===== src/hw/pio_pkg.sv =====
// Constants for the port 2 and 3 output latch and port 1 to 3 driver mode block
package pio_pkg;
    // ------------------------------------------------------------------
    // Register addresses on the special function register bus
    // ------------------------------------------------------------------
    localparam logic [7:0] PIO_ADDR_P2_LATCH = 8'ha0;
    localparam logic [7:0] PIO_ADDR_P1_MODE  = 8'ha5;
    // Addresses below are not fixed by the device text
    localparam logic [7:0] PIO_ADDR_P2_MODE  = 8'ha6;
    localparam logic [7:0] PIO_ADDR_P3_LATCH = 8'hb0;
    localparam logic [7:0] PIO_ADDR_P3_MODE  = 8'ha7;

    // ------------------------------------------------------------------
    // Reset values
    // ------------------------------------------------------------------
    localparam logic [7:0] PIO_RST_LATCH = 8'hff;
    localparam logic [7:0] PIO_RST_MODE  = 8'h00;

    // ------------------------------------------------------------------
    // Driver mode encoding
    // ------------------------------------------------------------------
    localparam logic PIO_MODE_OPEN_DRAIN = 1'b0;
    localparam logic PIO_MODE_PUSH_PULL  = 1'b1;
endpackage : pio_pkg


===== src/hw/pio_ports.sv =====
// Port 2 and 3 output latches, port 1 to 3 driver modes, port 2 and 3 pin readback
//
// Overview of operation
// - Each driver mode register holds eight bits, bit n for pin n.
// - A mode bit of 0 gives open-drain, 1 gives push-pull.
// - A latch bit of 0 drives the pin low, 1 drives it high per mode.
// - Latch 1 with mode 0 leaves the pin undriven.
// - Reading a port data register returns the synchronised pin levels.
// - Latch values reach only pins the crossbar leaves to general I/O.
// - Two-wire serial pins and mode 0 receive pins are forced open-drain.
// - The memory interface may drive port 3 with its address/data byte.
// - A read-modify-write read returns the latch instead of the pins.
`timescale 1ns/1ps
module pio_ports
    import pio_pkg::*;
(
    // Clock and reset
    input  wire logic       sys_clk_in,
    input  wire logic       rstn_in,
    // Special function register bus
    input  wire logic [7:0] sfr_addr_in,
    input  wire logic [7:0] sfr_wdata_in,
    input  wire logic       sfr_wr_in,
    input  wire logic       sfr_rd_in,
    input  wire logic       sfr_rmw_in,
    input  wire logic       sfr_bit_wr_in,
    input  wire logic [2:0] sfr_bit_sel_in,
    output logic      [7:0] sfr_rdata_out,
    // Crossbar: 1 marks a pin taken by a peripheral
    input  wire logic [7:0] p1_periph_sel_in,
    input  wire logic [7:0] p2_periph_sel_in,
    input  wire logic [7:0] p3_periph_sel_in,
    input  wire logic [7:0] p1_periph_out_in,
    input  wire logic [7:0] p2_periph_out_in,
    input  wire logic [7:0] p3_periph_out_in,
    // Pins forced open-drain (two-wire serial, mode 0 receive)
    input  wire logic [7:0] p1_force_od_in,
    input  wire logic [7:0] p2_force_od_in,
    input  wire logic [7:0] p3_force_od_in,
    // Port 1 output data from the system
    input  wire logic [7:0] p1_latch_in,
    // External memory interface on port 3
    input  wire logic       mem_p3_drive_in,
    input  wire logic       mem_p3_read_in,
    input  wire logic [7:0] mem_p3_data_in,
    // Pins
    input  wire logic [7:0] p1_pin_in,
    input  wire logic [7:0] p2_pin_in,
    input  wire logic [7:0] p3_pin_in,
    output logic      [7:0] p1_pin_out,
    output logic      [7:0] p2_pin_out,
    output logic      [7:0] p3_pin_out,
    output logic      [7:0] p1_pin_oe_out,
    output logic      [7:0] p2_pin_oe_out,
    output logic      [7:0] p3_pin_oe_out
);
    // ------------------------------------------------------------------
    // Register file
    // ------------------------------------------------------------------
    logic [7:0] port2_output_latch;
    logic [7:0] port3_output_latch;
    logic [7:0] port1_driver_mode;
    logic [7:0] port2_driver_mode;
    logic [7:0] port3_driver_mode;

    // Byte write or single-bit update of a latch
    function automatic logic [7:0] pio_latch_upd(
        input logic [7:0] cur,
        input logic [7:0] wdata,
        input logic       bit_wr,
        input logic [2:0] sel
    );
        logic [7:0] res;
        res = cur;
        if (bit_wr) begin
            res[sel] = wdata[0];
        end else begin
            res = wdata;
        end
        return res;
    endfunction : pio_latch_upd

    always_ff @(posedge sys_clk_in or negedge rstn_in) begin
        if (!rstn_in) begin
            port2_output_latch <= PIO_RST_LATCH;
            port3_output_latch <= PIO_RST_LATCH;
        end else if (sfr_wr_in) begin
            if (sfr_addr_in == PIO_ADDR_P2_LATCH) begin
                port2_output_latch <= pio_latch_upd(port2_output_latch,
                    sfr_wdata_in, sfr_bit_wr_in, sfr_bit_sel_in);
            end else if (sfr_addr_in == PIO_ADDR_P3_LATCH) begin
                port3_output_latch <= pio_latch_upd(port3_output_latch,
                    sfr_wdata_in, sfr_bit_wr_in, sfr_bit_sel_in);
            end
        end
    end

    // Mode registers are byte-wide only
    always_ff @(posedge sys_clk_in or negedge rstn_in) begin
        if (!rstn_in) begin
            port1_driver_mode <= PIO_RST_MODE;
            port2_driver_mode <= PIO_RST_MODE;
            port3_driver_mode <= PIO_RST_MODE;
        end else if (sfr_wr_in && !sfr_bit_wr_in) begin
            if (sfr_addr_in == PIO_ADDR_P1_MODE) begin
                port1_driver_mode <= sfr_wdata_in;
            end else if (sfr_addr_in == PIO_ADDR_P2_MODE) begin
                port2_driver_mode <= sfr_wdata_in;
            end else if (sfr_addr_in == PIO_ADDR_P3_MODE) begin
                port3_driver_mode <= sfr_wdata_in;
            end
        end
    end

    // ------------------------------------------------------------------
    // Pin input synchronisers
    // ------------------------------------------------------------------
    logic [7:0] p2_meta;
    logic [7:0] p3_meta;
    logic [7:0] p2_sync;
    logic [7:0] p3_sync;

    always_ff @(posedge sys_clk_in or negedge rstn_in) begin
        if (!rstn_in) begin
            p2_meta <= 8'h00;
            p3_meta <= 8'h00;
            p2_sync <= 8'h00;
            p3_sync <= 8'h00;
        end else begin
            p2_meta <= p2_pin_in;
            p3_meta <= p3_pin_in;
            p2_sync <= p2_meta;
            p3_sync <= p3_meta;
        end
    end

    // ------------------------------------------------------------------
    // Read data, registered one cycle after the read strobe
    // ------------------------------------------------------------------
    logic [7:0] next_rdata;

    always_comb begin
        next_rdata = 8'h00;
        if (sfr_addr_in == PIO_ADDR_P2_LATCH) begin
            next_rdata = sfr_rmw_in ? port2_output_latch : p2_sync;
        end else if (sfr_addr_in == PIO_ADDR_P3_LATCH) begin
            next_rdata = sfr_rmw_in ? port3_output_latch : p3_sync;
        end else if (sfr_addr_in == PIO_ADDR_P1_MODE) begin
            next_rdata = port1_driver_mode;
        end else if (sfr_addr_in == PIO_ADDR_P2_MODE) begin
            next_rdata = port2_driver_mode;
        end else if (sfr_addr_in == PIO_ADDR_P3_MODE) begin
            next_rdata = port3_driver_mode;
        end
    end

    always_ff @(posedge sys_clk_in or negedge rstn_in) begin
        if (!rstn_in) begin
            sfr_rdata_out <= 8'h00;
        end else if (sfr_rd_in) begin
            sfr_rdata_out <= next_rdata;
        end
    end

    // ------------------------------------------------------------------
    // Pin drivers
    // ------------------------------------------------------------------
    // Pin level only matters when enabled; open-drain drives low only
    logic [7:0] p1_val;
    logic [7:0] p2_val;
    logic [7:0] p3_val;
    logic [7:0] p1_pp;
    logic [7:0] p2_pp;
    logic [7:0] p3_pp;
    logic [7:0] next_p3_out;
    logic [7:0] next_p3_oe;

    always_comb begin
        p1_val = (p1_periph_sel_in & p1_periph_out_in)
               | (~p1_periph_sel_in & p1_latch_in);
        p2_val = (p2_periph_sel_in & p2_periph_out_in)
               | (~p2_periph_sel_in & port2_output_latch);
        p3_val = (p3_periph_sel_in & p3_periph_out_in)
               | (~p3_periph_sel_in & port3_output_latch);
        p1_pp = port1_driver_mode & ~p1_force_od_in;
        p2_pp = port2_driver_mode & ~p2_force_od_in;
        p3_pp = port3_driver_mode & ~p3_force_od_in;
        next_p3_out = p3_val;
        next_p3_oe  = ~p3_val | p3_pp;
        if (mem_p3_drive_in) begin
            // Memory read turns the data bus drivers off
            next_p3_out = mem_p3_data_in;
            next_p3_oe  = mem_p3_read_in ? 8'h00 : (~mem_p3_data_in | p3_pp);
        end
    end

    always_ff @(posedge sys_clk_in or negedge rstn_in) begin
        if (!rstn_in) begin
            p1_pin_out    <= 8'h00;
            p2_pin_out    <= 8'h00;
            p3_pin_out    <= 8'h00;
            p1_pin_oe_out <= 8'h00;
            p2_pin_oe_out <= 8'h00;
            p3_pin_oe_out <= 8'h00;
        end else begin
            p1_pin_out    <= p1_val;
            p2_pin_out    <= p2_val;
            p3_pin_out    <= next_p3_out;
            p1_pin_oe_out <= ~p1_val | p1_pp;
            p2_pin_oe_out <= ~p2_val | p2_pp;
            p3_pin_oe_out <= next_p3_oe;
        end
    end
endmodule : pio_ports


===== config.mk =====
export PLATFORM = sky130hd
export DESIGN_NAME = pio_ports
export DESIGN_NICKNAME = d
export VERILOG_FILES = /design/src/hw/pio_pkg.sv /design/src/hw/pio_ports.sv
export SDC_FILE = /design/constraint.sdc
export NUM_CORES = 1
export LEC_CHECK = 0
export ABC_AREA = 1
export BUFFER_PORTS_ARGS = -buffer_cell sky130_fd_sc_hd__buf_2
export CAP_MARGIN = 20
export CORE_ASPECT_RATIO = 0.5
export CORE_MARGIN = 3
export CORE_UTILIZATION = 40
export DETAILED_ROUTE_END_ITERATION = 10
export HOLD_SLACK_MARGIN = 0.08
export PLACE_DENSITY = 0.74
export SYNTH_ARGS = -nofsm -noshare
export SYNTH_HDL_FRONTEND = slang
export SYNTH_SLANG_ARGS = --single-unit

===== constraint.sdc =====
create_clock -name sys_clk_in -period 1 [get_ports sys_clk_in]
set_input_delay 0.2 -clock sys_clk_in [delete_from_list [all_inputs] [get_ports sys_clk_in]]
set_output_delay 0.2 -clock sys_clk_in [all_outputs]
set_load 0.01 [all_outputs]

==> implementation parameters <==
Parameter                              Value

Pwr
  Total Power ... approximately 15 mW
  Max IR drop VDD ... 1160 µV
  Power density over the cells ... 1570 mW/mm²
  Leakage power of the design ... between 4 and 5 nW

Synth
  Sequential element share of the synthesized area ... between 50 and 60%
  Dominant cells by area after synthesis ... dfrtp_1 50%, nand2_1 9.6%, dfstp_2 7.6%, inv_1 5.7%, o21ai_0 3.9%
  Flip-flop cell with the highest count after synthesis ... dfrtp_1
  Async set-reset flop share out of synthesis ... between 90% and 100%
  Number of register bits inferred by synthesis ... between 100 and 150
  Yosys Warn Count ... 0
  Count of cell types in the netlist ... 32
  Library cell with the largest summed area after synthesis ... dfrtp_1
  Synthesized area per cell ... about 9.3 µm²
  Number of synthesized flops with an enable pin ... 0
  Synth Cell Area ... about 0.0056 mm²
  Post-Syn Instances ... ~600
  Portion of synthesized cell area occupied by the leading cell type ... 50.4%
  Total nets after synthesis ... 735

Outcome
  Status ... complete, but fails checks
  Violations in the final reports ... setup timing

Timing
  Slew at the pin closest to its max-slew limit ... ~420 ps
  Setup repair after global routing missed its margin ... true
  Final setup violation count ... slightly below 80
  Pins Over Slew Limit ... 0
  Final setup TNS ... -9410 ps
  Tmin final ... approximately 1200 ps
  Tightest slew margin relative to the limit ... 71.7%
  Post-Route Skew ... just under 8 ps
  Hold Worst Slack ... about 90 ps
  Worst path setup slack after routing ... -209 ps
  Share of the cycle needed by the critical path after routing ... 121%
  Highest clock rate ... roughly 830 MHz
  Hold Vio Cnt, Final ... 0

Global route
  Global route overflow ... 0
  Wire length of the first global-routing pass ... 30300 µm
  Largest net degree at the start of global routing ... 34
  Overall Global Routing Usage ... between 20% and 30%
  Vias in the first global route ... around 5800
  Number of antenna violations at the first check in global routing ... 0

Route
  Number of vias after detailed routing ... between 5000 and 6000
  Final routed wirelength across all metal layers ... about 21000 µm
  Number of nets with antenna violations after routing ... 0
  Detailed router's first-iteration violation count ... around 560
  DRC Markers ... 0
  Via density per instance ... just over 5
  Final routed wire length divided by cell count ... roughly 18 µm
  Total iterations of the first detailed-routing run ... 7

Clocking
  Clock insertion delay at the later pin of the skew report ... roughly 420 ps
  CTS H-tree depth ... 4
  CTS tree ... done
  Clock tree sinks ... 128
  Number of buffers on the longest clock path ... 2
  CTS root buffer ... clkbuf_16
  Clock transition at the register clock pins on the worst setup and hold paths after CTS ... roughly 60 ps
  Number of buffers created by CTS ... 17

Die
  Top-level port count ... just under 200
  Die footprint ... between 0.015 and 0.02 mm²
  Height of the chip ... between 80 and 90 µm
  Rows ... 29
  Effective utilization at floorplan ... between 40% and 50%
  Width of the chip ... roughly 170 µm
  Core Box Area ... 0.0131 mm²

Finish
  Share of cells above drive strength 1 ... approximately 44%
  Post-route insts no fill ... 1163
  Most common cell after layout, fill and taps aside ... buf_2
  Net count of the finished layout ... ~1100
  Ant diodes ... 0
  Most used cells in the layout excluding fill and tap cells ... 172 x buf_2, 119 x nand2_1, 112 x dfrtp_1
  Synthesis-to-finish area growth ... 71.2%

Critical path
  Critical setup path kind ... reg -> reg
  CP Launch Type ... flop
  Sum of buffers and inverters on the critical path ... 1
  CP peak stage delay ... between 500 and 600 ps
  Arrival time reported for the critical path endpoint ... about 1500 ps
  Kind of end point of the critical path ... flop
  Cells along the critical path ... buf_4, nand2_2, a21oi_4, a21oi_2
  Required time at the endpoint of the critical path ... between 1000 and 1500 ps
  Critical path's top delay family ... flip-flops
  Max FO, Critical Path ... 3
  Cell with the biggest individual delay on the critical path ... dfstp_2

Placement
  HPWL after detailed placement ... 12500 µm
  Final GP Congestion ... just under 0.9
  Count of input and output buffers ... between 150 and 200
  Worst-case setup slack after placement ... -511 ps
  Cell total after placement ... 1011

Hold path
  HP Class ... in -> reg

Run
  Number of maximum-capacitance constraint violations ... 0
-- cell families (layout without fill, tap and decap cells) --
kind of cell	count (synthesis)	count (layout)	share of synthesized area, %
AND/OR/NAND/NOR	238	240	20.0
buffers and inverters	102	481	8.28
multiplexers	8	8	1.62
AO/OA/AOI/OAI	120	120	12.2
flip-flops	128	128	58.0
-- worst reg2reg max path: stages (launching register included) --
cell and delay, ps:
dfstp_2 570, buf_4 140, nand2_2 90, a21oi_4 200, a21oi_2 80
-- synth_stat cells (2+ instances only) --
library cell and instances:
a21oi_1 37, buf_2 4, buf_6 7, dfrtp_1 112, dfstp_2 16, inv_1 85
inv_2 3, mux2_2 8, nand2_1 142, nand2_2 4, nand2_4 2, nand3_1 32
nand4_1 6, nand4_2 2, nor2_1 37, nor2_2 3, nor2_4 3, nor2_8 2
o21ai_0 43, o21ai_1 18, o21ai_2 18, o22ai_1 2
-- metal layers --
metal | up-vias | wire [µm] | global-route usage, % | share of wire [%]
li1 | 2641 | - | - | -
met3 | 100 | 1930 | 6.87 | 9.4
met1 | 2818 | 7990 | 31.9 | 39
met4 | 0 | 839 | 12.3 | 4.1
met2 | 361 | 9770 | 42.9 | 48
met5 | - | 0 | 0 | 0
-- timing repair --
| action | CTS | global route |
|---|---|---|
| cloned | 0 | 2 |
| gates resized for setup | 30 | 81 |
| hold buffers | 97 | 0 |
| pin swaps | 9 | 28 |
| setup endpoints to repair | 85 | 94 |
| endpoints found under the hold margin | 189 | 0 |
| buffers inserted | 1 | 20 |
-- final timing paths --
kind | end | slack [ps] | startpoint | cells after the start
max | p3_pin_oe_out[4] | -210 | port3_output_latch[4] | 4
min | p2_pin_out[1] | 90 | p2_periph_out_in[1] | 4
max reg2reg | p3_pin_oe_out[4] | -210 | port3_output_latch[4] | 4
min reg2reg | p3_sync[3] | 350 | p3_meta[3] | 0
max in group asynchronous | p3_pin_oe_out[0] | 200 | rstn_in | 3
min in group asynchronous | sfr_rdata_out[6] | 250 | rstn_in | 2
-- where the power goes --
part | switching, mW | leakage, nW | total (mW) | internal (mW)
clock | 2.39 | 0.345 | 7.48 | 5.08
sequential | 0.0945 | 1.50 | 5.54 | 5.44
combinational | 0.966 | 2.91 | 1.91 | 0.945
total | 3.45 | 4.75 | 14.9 | 11.5
-- cell type report --
type / instances / area, µm²
fill: 858 / 3620
sequential: 128 / 3220
timing repair buffer: 361 / 2750
multi-input combinational: 368 / 2220
clock buffer: 20 / 457
inverter: 88 / 383
clock inverter: 12 / 254
tap: 186 / 233
-- per-stage QoR --
step | area [µm²] | util [%]
4_1_cts | 9030 | 68.8
3_5_place_dp | 7260 | 55.3
2_1_floorplan | 5670 | -
5_1_grt | 9520 | 72.5
3_3_place_gp | 7260 | 55.3
6_report | 9520 | 72.5
-- state kept, by name (all words and copies together), names as in the netlist --
register and flops:
port2_driver_mode 8, port3_output_latch 8, sfr_rdata_out 8, port1_driver_mode 8
p2_pin_out 8, p3_sync 8, port2_output_latch 8, p1_pin_oe_out 8
p2_pin_oe_out 8, p2_meta 8, p3_meta 8, p1_pin_out 8
port3_driver_mode 8, p3_pin_oe_out 8, p2_sync 8, p3_pin_out 8
No activity file was read; power rests on OpenSTA's default activity.
